`src/core/acdc_defines.svh`:
```
// register offsets, reset values, field positions and ratio constants
`ifndef ACDC_DEFINES_SVH
`define ACDC_DEFINES_SVH

`define ACDC_ADDR_PRIM_LOW  8'h3c
`define ACDC_ADDR_SEC_LOW   8'h3d
`define ACDC_ADDR_ANA       8'h3e
`define ACDC_ADDR_CORE_EN   8'h44
`define ACDC_ADDR_PORT_EN   8'h45

`define ACDC_RST_PRIM_LOW   8'h01
`define ACDC_RST_SEC_LOW    8'h01
`define ACDC_RST_ANA        6'h01
`define ACDC_RST_CORE_EN    3'h0
`define ACDC_RST_PORT_EN    8'h00
`define ACDC_RST_RDATA      8'h00
`define ACDC_READ_ZERO      8'h00

`define ACDC_BCLK_W         9
`define ACDC_ANA_W          6
`define ACDC_CORE_W         3
`define ACDC_RATIO_W        10
`define ACDC_BCLK_ZERO      10'h200
`define ACDC_ANA_ZERO       10'h040

`define ACDC_BIT_N          2
`define ACDC_BIT_M          1
`define ACDC_BIT_PDM        0
`define ACDC_BIT_ADC_DEM    7
`define ACDC_BIT_ADC_MOD    6
`define ACDC_BIT_DAC_DEM    5
`define ACDC_BIT_DAC_MOD    4
`define ACDC_BIT_PBCLK      3
`define ACDC_BIT_SBCLK      2
`define ACDC_BIT_PFRAME     1
`define ACDC_BIT_SFRAME     0

`endif

```
`src/core/acdc_pkg.sv`:
```
// state types and ratio decode shared by the register block and the divider block
package acdc_pkg;

  typedef struct packed {
    logic [7:0] prim_low;
    logic [7:0] sec_low;
    logic [5:0] ana;
    logic [2:0] core_en;
    logic [7:0] port_en;
    logic [7:0] rdata;
    logic       rvalid;
  } acdc_regs_t;

  typedef struct packed {
    logic [9:0] cnt;
    logic [9:0] ratio;
    logic       clk;
    logic       tick;
  } acdc_div_state_t;

  // code zero stands for the largest ratio, any other code for itself
  function automatic logic [9:0] acdc_ratio(input logic [8:0] code,
                                            input logic [9:0] zero_ratio);
    if (code == 9'h000)
      return zero_ratio;
    else
      return {1'b0, code};
  endfunction

endpackage

```
`src/core/acdc_div_if.sv`:
```
// control and output signals between the register block and one divider
`timescale 1ns/10ps
interface acdc_div_if #(parameter int W = 9);
  logic         on;
  logic         auto;
  logic [W-1:0] code;
  logic [W-1:0] auto_code;
  logic         clk_lvl;
  logic         tick;

  modport ctrl (output on, output auto, output code, output auto_code,
                input clk_lvl, input tick);
  modport div  (input on, input auto, input code, input auto_code,
                output clk_lvl, output tick);
endinterface

```
`src/core/acdc_ratio_div.sv`:
```
// programmable ratio divider with end-of-period code update
`timescale 1ns/10ps
`include "acdc_defines.svh"
module acdc_ratio_div #(
  parameter int         W          = `ACDC_BCLK_W,
  parameter logic [9:0] ZERO_RATIO = `ACDC_BCLK_ZERO
) (
  input wire logic sys_clk,
  input wire logic rst_n,
  acdc_div_if.div  link
);

  acdc_pkg::acdc_div_state_t s_q;
  acdc_pkg::acdc_div_state_t s_d;
  logic [9:0]                ratio_next;
  logic [9:0]                half;
  logic [9:0]                cnt_inc;

  always_comb
  begin
    // auto mode takes the detected code and ignores the programmed one
    ratio_next = link.auto ? acdc_pkg::acdc_ratio(9'(link.auto_code), ZERO_RATIO)
                           : acdc_pkg::acdc_ratio(9'(link.code), ZERO_RATIO);
    half       = 10'((s_q.ratio + 10'h001) >> 1);
    cnt_inc    = 10'(s_q.cnt + 10'h001);
    s_d        = s_q;
    if (!link.on)
    begin
      // parked on the last count so enabling starts a clean high phase
      s_d.cnt   = 10'(ratio_next - 10'h001);
      s_d.ratio = ratio_next;
      s_d.clk   = 1'b0;
      s_d.tick  = 1'b0;
    end
    else if (s_q.cnt >= 10'(s_q.ratio - 10'h001))
    begin
      // new code only at a period boundary: no runt phases
      s_d.cnt   = 10'h000;
      s_d.ratio = ratio_next;
      s_d.clk   = 1'b1;
      s_d.tick  = 1'b1;
    end
    else
    begin
      s_d.cnt   = cnt_inc;
      s_d.clk   = (cnt_inc < half);
      s_d.tick  = 1'b0;
    end
  end

  always_ff @(posedge sys_clk or negedge rst_n)
  begin
    if (!rst_n)
      s_q <= '0;
    else
      s_q <= s_d;
  end

  assign link.clk_lvl = s_q.clk;
  assign link.tick    = s_q.tick;

endmodule

```
`src/core/acdc_clock_divider_config.sv`:
```
// divider configuration registers and the bit clock and analog ratio dividers
// Operation
// RQ1: a read-write byte at 0x3c holds the primary bit clock divider low byte, reset one.
// RQ2: a bit clock code of zero divides by 512.
// RQ3: any other bit clock code divides by its own value, up to 511.
// RQ4: with auto detection on, bit clock dividers use the detected code, not the programmed one.
// RQ5: a read-write byte at 0x3d holds the secondary bit clock low byte, same coding, reset one.
// RQ6: the analog ratio field is bits 5..0 at 0x3e, top two bits reserved, reset one.
// RQ7: analog ratio code zero divides by 64, codes 1 to 63 divide by themselves.
// RQ8: with auto detection on, the programmed analog ratio is ignored.
// RQ9: reserved bits read zero and software writes them only with their reset values.
// RQ10: bit 2 at 0x44 switches the n divider on when one, reset zero.
// RQ11: bit 1 at 0x44 switches the m divider on when one, reset zero.
// RQ12: bit 0 at 0x44 switches the density modulation divider on when one, reset zero.
// RQ13: the register at 0x44 resets to zero with bits 7..3 reserved and 2..0 read-write.
// RQ14: the register at 0x45 holds eight read-write enables, reset zero, in the fixed order.
// RQ15: each bit at 0x45 enables its divider when one and disables it when zero.
// RQ16: each bit clock code is nine bits, its top bit joined above the low byte.
// RQ17: new codes take effect at the next period without glitches; an off divider holds low.
`timescale 1ns/10ps
`include "acdc_defines.svh"
module acdc_clock_divider_config (
  input  wire logic       sys_clk,
  input  wire logic       rst_b,
  input  wire logic       reg_wr,
  input  wire logic       reg_rd,
  input  wire logic [7:0] reg_addr,
  input  wire logic [7:0] reg_wdata,
  output logic      [7:0] reg_rdata,
  output logic            reg_rvalid,
  input  wire logic       auto_detect_on,
  input  wire logic       primary_bitclk_div_top,
  input  wire logic       secondary_bitclk_div_top,
  input  wire logic [8:0] auto_primary_code,
  input  wire logic [8:0] auto_secondary_code,
  input  wire logic [5:0] auto_analog_code,
  output logic            primary_bitclk_out,
  output logic            primary_bitclk_tick,
  output logic            secondary_bitclk_out,
  output logic            secondary_bitclk_tick,
  output logic            analog_ratio_clk,
  output logic            analog_ratio_tick,
  output logic            n_divider_on,
  output logic            m_divider_on,
  output logic            density_mod_divider_on,
  output logic            adc_element_match_div_on,
  output logic            adc_modulator_div_on,
  output logic            dac_element_match_div_on,
  output logic            dac_modulator_div_on,
  output logic            primary_bitclk_div_on,
  output logic            secondary_bitclk_div_on,
  output logic            primary_frame_div_on,
  output logic            secondary_frame_div_on
);

  logic [1:0]             rst_sync_q;
  logic                   rst_n;
  acdc_pkg::acdc_regs_t   r_q;
  acdc_pkg::acdc_regs_t   r_d;
  logic                   hit_prim;
  logic                   hit_sec;
  logic                   hit_ana;
  logic                   hit_core;
  logic                   hit_port;
  logic [7:0]             read_word;

  // reset: asserted at once, released through two flops
  always_ff @(posedge sys_clk or negedge rst_b)
  begin
    if (!rst_b)
      rst_sync_q <= 2'b00;
    else
      rst_sync_q <= {rst_sync_q[0], 1'b1};
  end

  assign rst_n = rst_sync_q[1];

  acdc_div_if #(.W(`ACDC_BCLK_W)) prim_if ();
  acdc_div_if #(.W(`ACDC_BCLK_W)) sec_if ();
  acdc_div_if #(.W(`ACDC_ANA_W))  ana_if ();

  // primary bit clock divider, zero code means 512
  acdc_ratio_div #(
    .W          (`ACDC_BCLK_W),
    .ZERO_RATIO (`ACDC_BCLK_ZERO)
  ) u_prim_div (
    .sys_clk (sys_clk),
    .rst_n   (rst_n),
    .link    (prim_if.div)
  ); // RQ2 RQ3

  // secondary bit clock divider, same coding
  acdc_ratio_div #(
    .W          (`ACDC_BCLK_W),
    .ZERO_RATIO (`ACDC_BCLK_ZERO)
  ) u_sec_div (
    .sys_clk (sys_clk),
    .rst_n   (rst_n),
    .link    (sec_if.div)
  ); // RQ2 RQ3

  // analog ratio divider, zero code means 64
  acdc_ratio_div #(
    .W          (`ACDC_ANA_W),
    .ZERO_RATIO (`ACDC_ANA_ZERO)
  ) u_ana_div (
    .sys_clk (sys_clk),
    .rst_n   (rst_n),
    .link    (ana_if.div)
  ); // RQ7

  // divider controls
  assign prim_if.code      = {primary_bitclk_div_top, r_q.prim_low}; // RQ16
  assign sec_if.code       = {secondary_bitclk_div_top, r_q.sec_low}; // RQ16
  assign ana_if.code       = r_q.ana;
  assign prim_if.auto      = auto_detect_on; // RQ4
  assign sec_if.auto       = auto_detect_on; // RQ4
  assign ana_if.auto       = auto_detect_on; // RQ8
  assign prim_if.auto_code = auto_primary_code;
  assign sec_if.auto_code  = auto_secondary_code;
  assign ana_if.auto_code  = auto_analog_code;

  // an off divider parks low and restarts cleanly when switched on
  assign prim_if.on = r_q.port_en[`ACDC_BIT_PBCLK]; // RQ15 RQ17
  assign sec_if.on  = r_q.port_en[`ACDC_BIT_SBCLK]; // RQ15 RQ17
  // the analog ratio runs whenever either of its n or m stages is on
  assign ana_if.on  = r_q.core_en[`ACDC_BIT_N] | r_q.core_en[`ACDC_BIT_M]; // RQ17

  // address decode
  assign hit_prim = (reg_addr == `ACDC_ADDR_PRIM_LOW);
  assign hit_sec  = (reg_addr == `ACDC_ADDR_SEC_LOW);
  assign hit_ana  = (reg_addr == `ACDC_ADDR_ANA);
  assign hit_core = (reg_addr == `ACDC_ADDR_CORE_EN);
  assign hit_port = (reg_addr == `ACDC_ADDR_PORT_EN);

  // read view; reserved bits and unmapped offsets read zero
  always_comb
  begin
    read_word = `ACDC_READ_ZERO;
    if (hit_prim)
      read_word = r_q.prim_low; // RQ1
    else if (hit_sec)
      read_word = r_q.sec_low; // RQ5
    else if (hit_ana)
      read_word = {2'b00, r_q.ana}; // RQ6 RQ9
    else if (hit_core)
      read_word = {5'b00000, r_q.core_en}; // RQ13 RQ9
    else if (hit_port)
      read_word = r_q.port_en; // RQ14
    else
      read_word = `ACDC_READ_ZERO;
  end

  always_comb
  begin
    r_d        = r_q;
    r_d.rvalid = 1'b0;
    if (reg_rd)
    begin
      r_d.rdata  = read_word;
      r_d.rvalid = 1'b1;
    end
    // writes to reserved bits are dropped, so they always hold zero
    if (reg_wr)
    begin
      if (hit_prim)
        r_d.prim_low = reg_wdata; // RQ1
      else if (hit_sec)
        r_d.sec_low = reg_wdata; // RQ5
      else if (hit_ana)
        r_d.ana = reg_wdata[`ACDC_ANA_W-1:0]; // RQ6 RQ9
      else if (hit_core)
        r_d.core_en = reg_wdata[`ACDC_CORE_W-1:0]; // RQ13 RQ9
      else if (hit_port)
        r_d.port_en = reg_wdata; // RQ14
      else
        r_d.rvalid = r_d.rvalid;
    end
  end

  always_ff @(posedge sys_clk or negedge rst_n)
  begin
    if (!rst_n)
    begin
      r_q.prim_low <= `ACDC_RST_PRIM_LOW; // RQ1
      r_q.sec_low  <= `ACDC_RST_SEC_LOW; // RQ5
      r_q.ana      <= `ACDC_RST_ANA; // RQ6
      r_q.core_en  <= `ACDC_RST_CORE_EN; // RQ13
      r_q.port_en  <= `ACDC_RST_PORT_EN; // RQ14
      r_q.rdata    <= `ACDC_RST_RDATA;
      r_q.rvalid   <= 1'b0;
    end
    else
      r_q <= r_d;
  end

  // outputs, all from flops
  assign reg_rdata              = r_q.rdata;
  assign reg_rvalid             = r_q.rvalid;
  assign primary_bitclk_out     = prim_if.clk_lvl;
  assign primary_bitclk_tick    = prim_if.tick;
  assign secondary_bitclk_out   = sec_if.clk_lvl;
  assign secondary_bitclk_tick  = sec_if.tick;
  assign analog_ratio_clk       = ana_if.clk_lvl;
  assign analog_ratio_tick      = ana_if.tick;
  assign n_divider_on           = r_q.core_en[`ACDC_BIT_N]; // RQ10
  assign m_divider_on           = r_q.core_en[`ACDC_BIT_M]; // RQ11
  assign density_mod_divider_on = r_q.core_en[`ACDC_BIT_PDM]; // RQ12
  assign adc_element_match_div_on = r_q.port_en[`ACDC_BIT_ADC_DEM]; // RQ15
  assign adc_modulator_div_on   = r_q.port_en[`ACDC_BIT_ADC_MOD]; // RQ15
  assign dac_element_match_div_on = r_q.port_en[`ACDC_BIT_DAC_DEM]; // RQ15
  assign dac_modulator_div_on   = r_q.port_en[`ACDC_BIT_DAC_MOD]; // RQ15
  assign primary_bitclk_div_on  = r_q.port_en[`ACDC_BIT_PBCLK]; // RQ15
  assign secondary_bitclk_div_on = r_q.port_en[`ACDC_BIT_SBCLK]; // RQ15
  assign primary_frame_div_on   = r_q.port_en[`ACDC_BIT_PFRAME]; // RQ15
  assign secondary_frame_div_on = r_q.port_en[`ACDC_BIT_SFRAME]; // RQ15

endmodule

```
`config.mk`:
```
export PLATFORM = sky130hd
export DESIGN_NAME = acdc_clock_divider_config
export DESIGN_NICKNAME = d
export VERILOG_FILES = /design/src/core/acdc_pkg.sv /design/src/core/acdc_div_if.sv /design/src/core/acdc_ratio_div.sv /design/src/core/acdc_clock_divider_config.sv
export VERILOG_INCLUDE_DIRS = /design/src /design/src/core
export SDC_FILE = /design/constraint.sdc
export NUM_CORES = 1
export LEC_CHECK = 0
export ABC_CLOCK_PERIOD_IN_PS = 3500
export BUFFER_PORTS_ARGS = -buffer_cell sky130_fd_sc_hd__buf_2
export CAP_MARGIN = 20
export CORE_MARGIN = 2
export CORE_UTILIZATION = 30
export DETAILED_ROUTE_END_ITERATION = 8
export GPL_TIMING_DRIVEN = 0
export PLACE_DENSITY = 0.48
export RECOVER_POWER = 50
export SLEW_MARGIN = 10
export SYNTH_ARGS = -nofsm -noshare
export SYNTH_HDL_FRONTEND = slang
export SYNTH_SLANG_ARGS = --single-unit
```
`constraint.sdc`:
```
create_clock -name sys_clk -period 3.5 [get_ports sys_clk]
set_input_delay 0.175 -clock sys_clk [delete_from_list [all_inputs] [get_ports sys_clk]]
set_output_delay 0.175 -clock sys_clk [all_outputs]
set_load 0.01 [all_outputs]
```
# After elaboration in Yosys (flattened, before gate mapping)
# Index checks and enable logic that the tools add are counted.
[word_totals]
inputBits = 47
output_inout_bits = 26
reg_bits = 110
elab_cells = 89
[op_classes]
order_cmp = 6
addsub = 12
n_eq_ne = 8
n_mux = 27
n_reduce_logical = 11
n_bitwise = 5
[ops]
columns = ["op", "count"]
rows = [
  ["10-bit two-way mux", 12],
  ["22-bit two-way mux", 3],
  ["10-bit by 1-bit adder with 10-bit output (second input constant)", 6],
  ["10-bit by 1-bit subtractor with 10-bit output (second input constant)", 6],
  ["8-bit two-way mux", 5],
  ["9-bit logical NOT", 4],
  ["10-bit greater-or-equal comparator", 3],
  ["10-bit by 9-bit < comparator with 1-bit output", 3],
  ["8-bit by 6-bit == test with 1-bit output (second input constant)", 3],
  ["7-bit two-way mux", 3],
  ["8-bit by 7-bit == test with 1-bit output (second input constant)", 2],
  ["6-bit logical NOT", 2],
  ["2-bit two-way mux", 3],
  ["6-bit AND reduction", 1],
  ["5-bit AND reduction", 1],
  ["2-bit by 1-bit inequality test with 1-bit output (second input constant)", 2],
  ["1-bit NOT", 4],
  ["4-bit AND reduction", 1],
  ["3-bit AND reduction", 1],
  ["2-bit inequality test (second input constant)", 1],
  ["2-bit AND reduction", 1],
  ["1-bit two-way mux", 1],
  ["1-bit bitwise OR", 1],
]

# Logic depth before layout (Yosys ltp)
# Gate-level depths: netlist (run 1).
[depth]
depth_word = 6
mapped_depth = 12
depth_no_buf = 11

# Modules after synthesis
# From an unflattened synthesis (run 1), not the netlist that was laid out.
[hier_totals]
hier_cells = 755
hier_area_um2 = 7782.5
[modules_own_cells]
columns = ["module", "cells_per_inst", "instances", "seq_area_each_um2", "area_each_um2"]
rows = [
  ["acdc_clock_divider_config", 169, 1, 1104.8, 2185.8],
  ["acdc_ratio_div (u_prim_div)", 207, 1, 550.5, 1964.4],
  ["acdc_ratio_div (u_sec_div)", 206, 1, 550.5, 1961.9],
  ["acdc_ratio_div (u_ana_div)", 173, 1, 475.5, 1670.4],
]

# Worst setup path before layout (run 1)
# Ideal clock, no wire load.
[synth_path]
path_kind = "flip-flop to flip-flop"
startpoint = "register u_ana_div.s_q[5] in the netlist's numbering"
endpoint = "register u_ana_div.s_q[5] in the netlist's numbering"
setup_time_ns = 0.125
synth_period_minus_slack_ns = 2.884
stages_incl_launch_ff = 12
t_required_ns = 3.375
n_path_buf = 1
arrival_time_ns = 2.759
slack_ns = 0.616
path_cell_list = "dfrtp_1 -> clkbuf_1 -> or3_1 -> nor3_1 -> xnor2_1 -> ha_1 -> a211o_1 -> a21oi_1 -> o21ai_0 -> a41oi_1 -> o21ai_2 -> mux2_2"
[synth_via]
elab_chain_cells = 3
[synth_rtl]
columns = ["element", "line", "source"]
rows = [
  ["start, declared", "acdc_ratio_div.sv:13", "acdc_pkg::acdc_div_state_t s_q;"],
  ["start signal, assigned", "acdc_ratio_div.sv:54", "s_q <= '0;"],
  ["start signal, assigned", "acdc_ratio_div.sv:56", "s_q <= s_d;"],
  ["10-bit by 1-bit subtractor with 10-bit output", "acdc_ratio_div.sv:35", "else if (s_q.cnt >= 10'(s_q.ratio - 10'h001))"],
  ["10-bit greater-or-equal comparator", "acdc_ratio_div.sv:35", ""],
  ["2-bit inequality test (no line)", "-", ""],
]
# Every way passes these cells.
# A chain may end at the register's enable or synchronous reset.

# Final worst setup path (run 1)
[layout_path]
startpoint = "register u_prim_div.s_q[4] in the netlist's numbering"
endpoint = "register u_prim_div.s_q[10] in the netlist's numbering"
[layout_via]
elab_chain_cells = 3
[layout_rtl]
columns = ["element", "line"]
rows = [
  ["start, declared", "acdc_ratio_div.sv:13"],
  ["start signal, assigned", "acdc_ratio_div.sv:54"],
  ["start signal, assigned", "acdc_ratio_div.sv:56"],
  ["10-bit by 1-bit subtractor with 10-bit output", "acdc_ratio_div.sv:35"],
  ["10-bit greater-or-equal comparator", "acdc_ratio_div.sv:35"],
  ["2-bit by 1-bit inequality test with 1-bit output (no line)", "-"],
]
# Every way passes these cells.

==> out/qor.yml, run 1 <==
fmax_mhz: 313
grt_max_degree: 46
path_cells: "clkbuf_1, nor3_1, nand2_1, nor3_1, xnor2_1, ha_1, a211o_1, o32a_1, nand2b_4, buf_6, mux2_1"
worstSetupEndpointType: "flip-flop"
overflow: 0
vias: 5619
syn-cell-area_sq_mm: 0.00741
post-route-min-period_ns: 3.20
path_max_fanout: 10
setup_violations: 0
drt_wl_total_microns: 20000
clk_path_buf_depth: 2
rows: 57
post_cts_buffers: 0
clock_latency_ns: 0.36
gp_congestion: 0.804
grtUsageTotal: 0.158
drtAntennaViolNets: 0
synthAdderAreaFrac: 0.108
htreeDepth: 3
root_buffer: "clkbuf_16"
synth_cell_types: 71
synth-seq-cells: 107
synth_flop_cell: "dfrtp_1"
status: "complete, but fails checks"
drv_cap: 1
finClkSkew_ns: 0.0143
syn_nets: 840
power-per-cell-area_mw_per_mm2: 406
leakagePower_nw: 3.81
synth_simple_gate_area_frac: 0.149
cts.sinks: 107
maxSlewHeadroom: -0.151
regArea_sq_mm: 0.00268
cts_tree: "yes"
violations: "capacitance limit, slew limit"
critPathSlowestCell: "o32a_1"
cp-start-kind: "flip-flop"
synth_area_leader_cell: "dfrtp_1"
syn_inst: 729
ios: 73
antenna_found_initial: 1
synth_most_common_cell: "dfrtp_1"
ys_top_cells_by_count: "dfrtp_1, ha_1, xnor2_1, nor2_1, nand2_1"
start_util: 0.305
fin_nets: 927
avgSynthCellArea_sq_um: 10.2
drc: 0
crit_arrival_ns: 3.44
dieArea_sq_mm: 0.0260
cpPeakStageDelay_ns: 0.41
rsz0062_at_grt: "no"
firstDrtPassIters: 4
critical_path_required_ns: 3.74
numCtsBuffers: 9
worst_hold_slack_ns: 0.0844
clk_pin_slew_ns: 0.07
path_common_cell: "nor3_1"
core_sq_mm: 0.0243
die_h_microns: 161
utilization: 0.350
synthXorXnorAreaFrac: 0.0969
grt_pass1_vias: 5600
dp_hpwl_microns: 15900
ys_top_cells_by_area: "dfrtp_1, ha_1, xnor2_1"
vias_per_cell: 4.90
worstMarginPinSlew_ns: 1.72
drt_iter0_drc: 285
seq_area_frac_synth: 0.362
post_drt_wl_per_cell_microns: 17.5
fillers: 2512
setup_tns_ns: 0
power_mw: 3.46
synth_top_family_by_area: "simple AND/OR/NAND/NOR gates"
fin_crit_sh: 0.913
hold_viol: 0
dieWidth_microns: 161
slew_violations: 33
ys_async_sr_fraction: 1.00
synth_compound_area_frac: 0.106
synth_edf_count: 0
max-vdd-ir-drop_mv: 0.231
syn2layout_area_growth_pct: 14.8
synthMuxAreaShare: 0.138
grt_pass1_wl_microns: 31800
min_path_type: "in -> reg"
critPathKind: "reg -> reg"
ys_warn_count: 0
yosysTopAreaCellShare: 0.351
drive_gt1_frac: 0.179
portBuffers: 72
multi_input_area_sq_mm: 0.00444
## worst max-delay path, delay by kind of cell, from the launching register on
family | cells | cell delay (ns)
and+or+nand+nor | 4 | 0.88
buffers and inverters | 2 | 0.37
xor gates and xnor gates | 1 | 0.17
muxes | 1 | 0.30
DFF | 1 | 0.36
AOI/OAI and AO/OA | 2 | 0.70
adders and majority gates | 1 | 0.28
## where the power goes
group	switching (mW)	internal (mW)	leakage, nW	total (mW)
logic	0.520	0.426	2.29	0.947
registers	0.124	1.33	1.38	1.45
clock network	0.487	0.575	0.139	1.06
total	1.13	2.33	3.81	3.46
## per-stage QoR
step	std cells	instance area (sq um)	setup WS, ns
5_1_grt	1145	8510	0.102
2_1_floorplan	729	7410	0.304
3_5_place_dp	1127	8230	0.203
3_3_place_gp	1125	8180	-1.41
6_report	1146	8510	0.304
4_1_cts	1145	8550	0.179
## layout make-up
cell class / instances / share of cell area
Tap cell: 324 / 0.0476
Clock inverter: 4 / 0.00588
Buffer: 37 / 0.0232
Multi-Input combinational cell: 559 / 0.522
Timing Repair Buffer: 76 / 0.0456
Clock buffer: 12 / 0.0290
Antenna cell: 1 / 0.000294
Inverter: 26 / 0.0115
Sequential cell: 107 / 0.315
## placed cells by master, fill, tap and decap left out, drive strengths merged, types with 15 or more instances in the layout
cell,Yosys,routed
o21ai,15,15
mux2,52,52
buf,18,65
xnor2,59,59
o22ai,18,18
dfrtp,104,104
nor2,50,50
mux2i,41,41
nand2,48,48
ha,64,64
clkbuf,19,57
xor2,23,23
inv,26,26
nor3,19,19
nand3,28,28
## registers in the layout (all words and copies together) (netlist names), 2 cells and up
signal          cells
reg_rdata           8
ana_if.code         6
u_prim_div.s_q     20
rst_sync_q          2
prim_if.code        8
r_q                 8
u_ana_div.s_q      17
u_sec_div.s_q      20
## kinds of logic (layout without fill, tap and decap cells)
kind of cell | count (synthesis) | in the layout
simple gates | 211 | 211
mux | 93 | 93
fa+ha+maj | 64 | 64
compound gates | 108 | 108
flops | 107 | 107
other cells | 1 | 2
xor+xnor | 82 | 82
buf+inv | 63 | 155
## path summary, 6_finish.rpt
kind	from	to	slack (ns)	cells after the start
max reg2reg	u_prim_div.s_q[4]	u_prim_div.s_q[10]	0.30	11
min	reg_wdata[6]	adc_modulator_div_on	0.08	2
min reg2reg	rst_sync_q[0]	rst_sync_q[1]	0.35	0
max in group asynchronous	rst_sync_q[1]	r_q[26]	0.67	2
max	u_prim_div.s_q[4]	u_prim_div.s_q[10]	0.30	11
min in group asynchronous	rst_b	rst_sync_q[0]	0.12	2
## layer usage
metal  part of all wire  global-route usage
met5                  0                   0
met4              0.012              0.0426
met3              0.034              0.0198
met2               0.46               0.252
met1               0.50               0.227
## timing repair
item | 4_1_cts | 5_1_grt
endpoints found under the hold margin | 3 | 0
hold buffers | 2 | 0
setup endpoints to repair | 0 | 4
resized for setup | 0 | 1
Power figures use the tool's default switching activity.
==> inputs of run 2 (changes only) <==
--- a/config.mk
+++ b/config.mk
@@ -11,6 +11,8 @@
 export CAP_MARGIN = 20
 export CORE_MARGIN = 2
 export CORE_UTILIZATION = 30
+export CTS_BUF_LIST = sky130_fd_sc_hd__clkbuf_8
+export CTS_CLUSTER_SIZE = 20
 export DETAILED_ROUTE_END_ITERATION = 8
 export GPL_TIMING_DRIVEN = 0
 export PLACE_DENSITY = 0.48
==> out/qor.yml, run 2 (synthesized netlist as in run 1, its figures left out) <==
syn2layout_area_growth_pct: 13.5
die_h_microns: 161  # unchanged
ios: 73  # unchanged
crit_arrival_ns: 3.51  # +0.07 ns
power-per-cell-area_mw_per_mm2: 381  # -6.2%
gp_congestion: 0.804  # unchanged
dieArea_sq_mm: 0.0260  # unchanged
dp_cells: 1127  # unchanged
hold_viol: 0  # unchanged
layout_commonest_cell: "dfrtp_1"
fillers: 2518  # +0.24%
overflow: 0  # unchanged
worstMarginPinSlew_ns: 1.72  # -0.00465 ns
clk_path_buf_depth: 2  # unchanged
dp_hpwl_microns: 15900  # unchanged
worst_path_dominant_cell_family: "simple AND/OR/NAND/NOR gates"
multi_input_area_sq_mm: 0.00444  # unchanged
core_sq_mm: 0.0243  # unchanged
start_util: 0.305  # unchanged
drtAntennaViolNets: 0  # unchanged
cpPeakStageDelay_ns: 0.41  # about the same
portBuffers: 72  # unchanged
drive_gt1_frac: 0.186  # +0.00731
drt_iter0_drc: 268  # -6.0%
finClkSkew_ns: 0.0171  # +0.00274 ns
vias: 5586  # -0.59%
post_drt_wl_per_cell_microns: 17.5  # +0.38%
clock_latency_ns: 0.39  # +0.03 ns
vias_per_cell: 4.88  # -0.50%
firstDrtPassIters: 5  # +1
rsz0062_at_grt: "no"
violations: "capacitance limit, slew limit"
fmax_mhz: 310  # -0.87%
worstSetupEndpointType: "flip-flop"
maxSlewHeadroom: -0.148  # +0.00311
min_path_type: "in -> reg"
path_max_fanout: 10  # unchanged
post_cts_buffers: 0  # unchanged
grt_max_degree: 46  # unchanged
setup_tns_ns: 0  # unchanged
cts_tree: "yes"
root_buffer: "clkbuf_8"
path_common_cell: "nor3_1"
top_regs: "u_prim_div.s_q x20, u_sec_div.s_q x20, u_ana_div.s_q x17"
drc: 0  # unchanged
final_cells: 1145  # -0.087%
critical_path_required_ns: 3.79  # +0.05 ns
status: "complete, but fails checks"
crit_buf_inv: 2  # unchanged
post-route-min-period_ns: 3.22  # +0.0281 ns
r2r_setup_slack_ns: 0.28  # -0.03 ns
fin_crit_sh: 0.921  # +0.00804
max-vdd-ir-drop_mv: 0.148  # -36%
setup_violations: 0  # unchanged
antenna_found_initial: 1  # unchanged
placed_area_sq_mm: 0.00823  # unchanged
utilization: 0.346  # -0.00396
regArea_sq_mm: 0.00268  # unchanged
drt_wl_total_microns: 20100  # +0.29%
drv_cap: 1  # unchanged
slew_violations: 33  # unchanged
critPathKind: "reg -> reg"
critPathSlowestCell: "o32a_1"
layout_common_cells: "dfrtp_1, ha_1, xnor2_1"
path_cells: "clkbuf_1, nor3_1, nand2_1, nor3_1, xnor2_1, ha_1, a211o_1, o32a_1, nand2b_4, buf_6, mux2_1"
rows: 57  # unchanged
grt_pass1_vias: 5576  # -0.43%
leakagePower_nw: 3.80  # -0.39%
clk_pin_slew_ns: 0.12  # +0.05 ns
cts.sinks: 107  # unchanged
htreeDepth: 3  # unchanged
worst_hold_slack_ns: 0.0453  # -0.0391 ns
grt_pass1_wl_microns: 31800  # unchanged
numCtsBuffers: 9  # unchanged
grtUsageTotal: 0.158  # unchanged
diodes: 0  # -1
dieWidth_microns: 161  # unchanged
fin_area_sq_mm: 0.00842  # -1.1%
fin_nets: 927  # unchanged
cp-start-kind: "flip-flop"
## run 2: metal layers
layer  GRT usage  wire, microns  vias up
met1       0.227          10100     2716
met3      0.0259            608        6
met2       0.251           9210       69
li1            -              -     2795
met4      0.0329            141        0
met5           0              0        -
## run 2: final timing paths
| kind | startpoint | cells past startpoint | to |
|---|---|---|---|
| setup reg to reg | u_prim_div.s_q[5] | 11 | u_prim_div.s_q[10] |
| setup / recovery | u_prim_div.s_q[5] | 11 | u_prim_div.s_q[10] |
| hold / removal | reg_wdata[6] | 2 | prim_if.code[6] |
| hold reg to reg | rst_sync_q[0] | 0 | rst_sync_q[1] |
| min in group asynchronous | rst_b | 2 | rst_sync_q[0] |
| max in group asynchronous | rst_sync_q[1] | 2 | r_q[26] |
## run 2: repair_timing
action                     in CTS  in global routing
setup endpoints to repair       0                  4
hold buffers                    2                  0
hold endpoints to repair        3                  0
gates resized for setup         0                  1
## run 2: through the flow
step                      setup slack (ns)  total power, mW
final                                0.276             3.21
after global routing                0.0966             3.43
after CTS                            0.174             3.24
after detailed placement             0.203             2.42
after global placement               -1.41             2.41
after floorplan                      0.304             2.13
## run 2: cell type report
cell class	count	share of cell area
buffer	37	0.0235
clock buffer	10	0.0164
clock inverter	6	0.00684
inverter	26	0.0116
multi-input combinational	559	0.528
sequential	107	0.319
tap	324	0.0482
timing repair buffer	76	0.0470
## run 2: power by group
part / switching [mW] / internal, mW / total, mW
clock network: 0.467 / 0.346 / 0.812
logic: 0.520 / 0.427 / 0.947
registers: 0.124 / 1.33 / 1.45
total: 1.11 / 2.10 / 3.21
==> inputs of run 3 (changes only) <==
--- a/config.mk
+++ b/config.mk
@@ -8,14 +8,15 @@
 export LEC_CHECK = 0
 export ABC_CLOCK_PERIOD_IN_PS = 3500
 export BUFFER_PORTS_ARGS = -buffer_cell sky130_fd_sc_hd__buf_2
-export CAP_MARGIN = 20
+export CELL_PAD_IN_SITES_DETAIL_PLACEMENT = 0
+export CELL_PAD_IN_SITES_GLOBAL_PLACEMENT = 1
 export CORE_MARGIN = 2
 export CORE_UTILIZATION = 30
 export CTS_BUF_LIST = sky130_fd_sc_hd__clkbuf_8
-export CTS_CLUSTER_SIZE = 20
+export CTS_CLUSTER_SIZE = 25
 export DETAILED_ROUTE_END_ITERATION = 8
 export GPL_TIMING_DRIVEN = 0
-export PLACE_DENSITY = 0.48
+export PLACE_DENSITY = 0.57
 export RECOVER_POWER = 50
 export SLEW_MARGIN = 10
 export SYNTH_ARGS = -nofsm -noshare
==> out/qor.yml, run 3 (synthesized netlist as in run 1, its figures left out) <==
grt_pass1_wl_microns: 32200  # +1.2%
sequentialPowerShare: 0.458  # +0.006
firstDrtPassIters: 7  # +2
setup_violations: 0  # unchanged
clkPwrFrac: 0.240  # -0.013
max-vdd-ir-drop_mv: 0.145  # -2.4%
gp_congestion: 0.769  # -4.3%
hold_viol: 0  # unchanged
vias: 5638  # +0.93%
reg2regPathDepth: 11  # unchanged
post-route-min-period_ns: 3.21  # -0.0171 ns
min_path_type: "in -> reg"
die_h_microns: 161  # unchanged
drt_iter0_drc: 318  # +19%
worstSetupEndpointType: "flip-flop"
clk_path_buf_depth: 2  # unchanged
rsz0062_at_grt: "no"
leakagePower_nw: 3.80  # about the same
syn2layout_area_growth_pct: 13.4
worstMarginPinSlew_ns: 1.68  # -0.0390 ns
grt_max_degree: 49  # +6.5%
clock_latency_ns: 0.39  # about the same
diodes: 0  # unchanged
multi_input_area_sq_mm: 0.00444  # unchanged
crit_arrival_ns: 3.49  # -0.02 ns
cts.sinks: 107  # unchanged
status: "complete, but fails checks"
dieArea_sq_mm: 0.0260  # unchanged
rows: 57  # unchanged
htreeDepth: 3  # unchanged
top_regs: "u_prim_div.s_q x20, u_sec_div.s_q x20, u_ana_div.s_q x17"
grt_pass1_vias: 5598  # +0.39%
min_path_cells: 2  # unchanged
cellInternalPower_mw: 2.07  # -1.5%
layout_common_cells: "dfrtp_1, ha_1, xnor2_1"
dp_hpwl_microns: 16200  # +2.4%
fmax_mhz: 312  # +0.53%
drc: 0  # unchanged
maxSlewHeadroom: -0.120  # +0.0279
drive_gt1_frac: 0.189  # +0.00244
critPathKind: "reg -> reg"
holdPathEnd: "adc_modulator_div_on"
overflow: 0  # unchanged
vias_per_cell: 4.92  # +0.93%
post_drt_wl_per_cell_microns: 18.0  # +2.4%
p_sw_frac: 0.347  # +0.00120
critical_path_required_ns: 3.78  # about the same
dieWidth_microns: 161  # unchanged
grtUsageTotal: 0.161  # +0.00292
post_cts_buffers: 0  # unchanged
power_mw: 3.17  # -1.4%
slew_violations: 31  # -6.1%
start_util: 0.305  # unchanged
worstHoldStart: "reg_wdata[6]"
drtAntennaViolNets: 0  # unchanged
power.switching_mw: 1.10  # -1.0%
core_sq_mm: 0.0243  # unchanged
power-per-cell-area_mw_per_mm2: 377  # -1.2%
cts_tree: "yes"
fin_nets: 927  # unchanged
worst_hold_slack_ns: 0.0546  # +0.00931 ns
fin_crit_sh: 0.916  # -0.00488
cp-start-kind: "flip-flop"
setup_ws_ns: 0.293  # +0.0171 ns
portBuffers: 72  # unchanged
drt_wl_total_microns: 20600  # +2.4%
reg2reg_to: "u_prim_div.s_q[10]"
violations: "capacitance limit, slew limit"
clk_pin_slew_ns: 0.11  # about the same
dp_slack_ns: 0.199  # -0.00329 ns
fillers: 2521  # +0.12%
ios: 73  # unchanged
reg2reg_from: "u_prim_div.s_q[4]"
path_max_fanout: 10  # unchanged
regArea_sq_mm: 0.00268  # unchanged
layout_commonest_cell: "dfrtp_1"
numCtsBuffers: 9  # unchanged
r2r_setup_slack_ns: 0.29  # +0.02 ns
comb_power_share: 0.302  # +0.007
antenna_found_initial: 0  # -1
drv_cap: 1  # unchanged
finClkSkew_ns: 0.00936  # -0.00770 ns
root_buffer: "clkbuf_8"
## run 3: stage by stage
stage,instances,utilization,setup TNS [ns],instance area (sq um)
detailed placement,1127,0.338,0,8230
global placement,1125,0.336,-140.06,8180
finish,1145,0.346,0,8410
global route,1145,0.346,0,8410
CTS,1145,0.347,0,8430
floorplan,729,-,0,7410
## run 3: worst max-delay path, cell delays in order (launching register included)
cell      delay [ns]
dfrtp_1         0.37
clkbuf_1        0.22
nor3_1          0.33
nand2_1         0.15
nor3_1          0.21
xnor2_1         0.17
ha_1            0.29
a211o_1         0.30
o32a_1          0.40
nand2b_4        0.17
buf_6           0.16
mux2_1          0.32
## run 3: routing by layer
metal | wire [microns] | part of all wire | global-route usage
met5 | 0 | 0 | 0
met3 | 572 | 0.028 | 0.0175
met2 | 9490 | 0.46 | 0.259
met4 | 269 | 0.013 | 0.0450
met1 | 10200 | 0.50 | 0.230
## run 3: worst max-delay path by stage
stage,depth (start not counted),slack [ns],startpoint,endpoint
2_1_floorplan,0,0.30,rst_sync_q[1],adc_element_match_div_on
3_3_place_gp,0,-1.38,rst_sync_q[1],reg_rvalid
3_5_place_dp,11,0.20,u_ana_div.s_q[5],u_ana_div.s_q[6]
4_1_cts,11,0.17,u_ana_div.s_q[5],u_ana_div.s_q[8]
5_1_grt,1,0.03,rst_sync_q[1],u_sec_div.s_q[19]
6_report,11,0.29,u_prim_div.s_q[4],u_prim_div.s_q[10]
## run 3: what timing repair did
| action | in CTS | in global routing |
|---|---|---|
| hold buffers | 2 | 0 |
| setup endpoints to repair | 0 | 4 |
| gates resized for setup | 0 | 1 |
| endpoints found under the hold margin | 3 | 0 |
## run 3: power by group through the flow
stage,logic (mW),clock network (mW),registers (mW)
after floorplan,0.677,0,1.45
after global placement,0.932,0,1.50
after detailed placement,0.958,0,1.48
after CTS,0.966,0.795,1.45
after global routing,1.08,0.841,1.47
final,0.957,0.759,1.45
## run 3: layout make-up
type,count,share of cell area
Tap cell,324,0.0482
Buffer,37,0.0235
Timing Repair Buffer,76,0.0472
Sequential cell,107,0.319
Clock inverter,4,0.00223
Inverter,26,0.0116
Multi-Input combinational cell,559,0.529
Clock buffer,12,0.0196
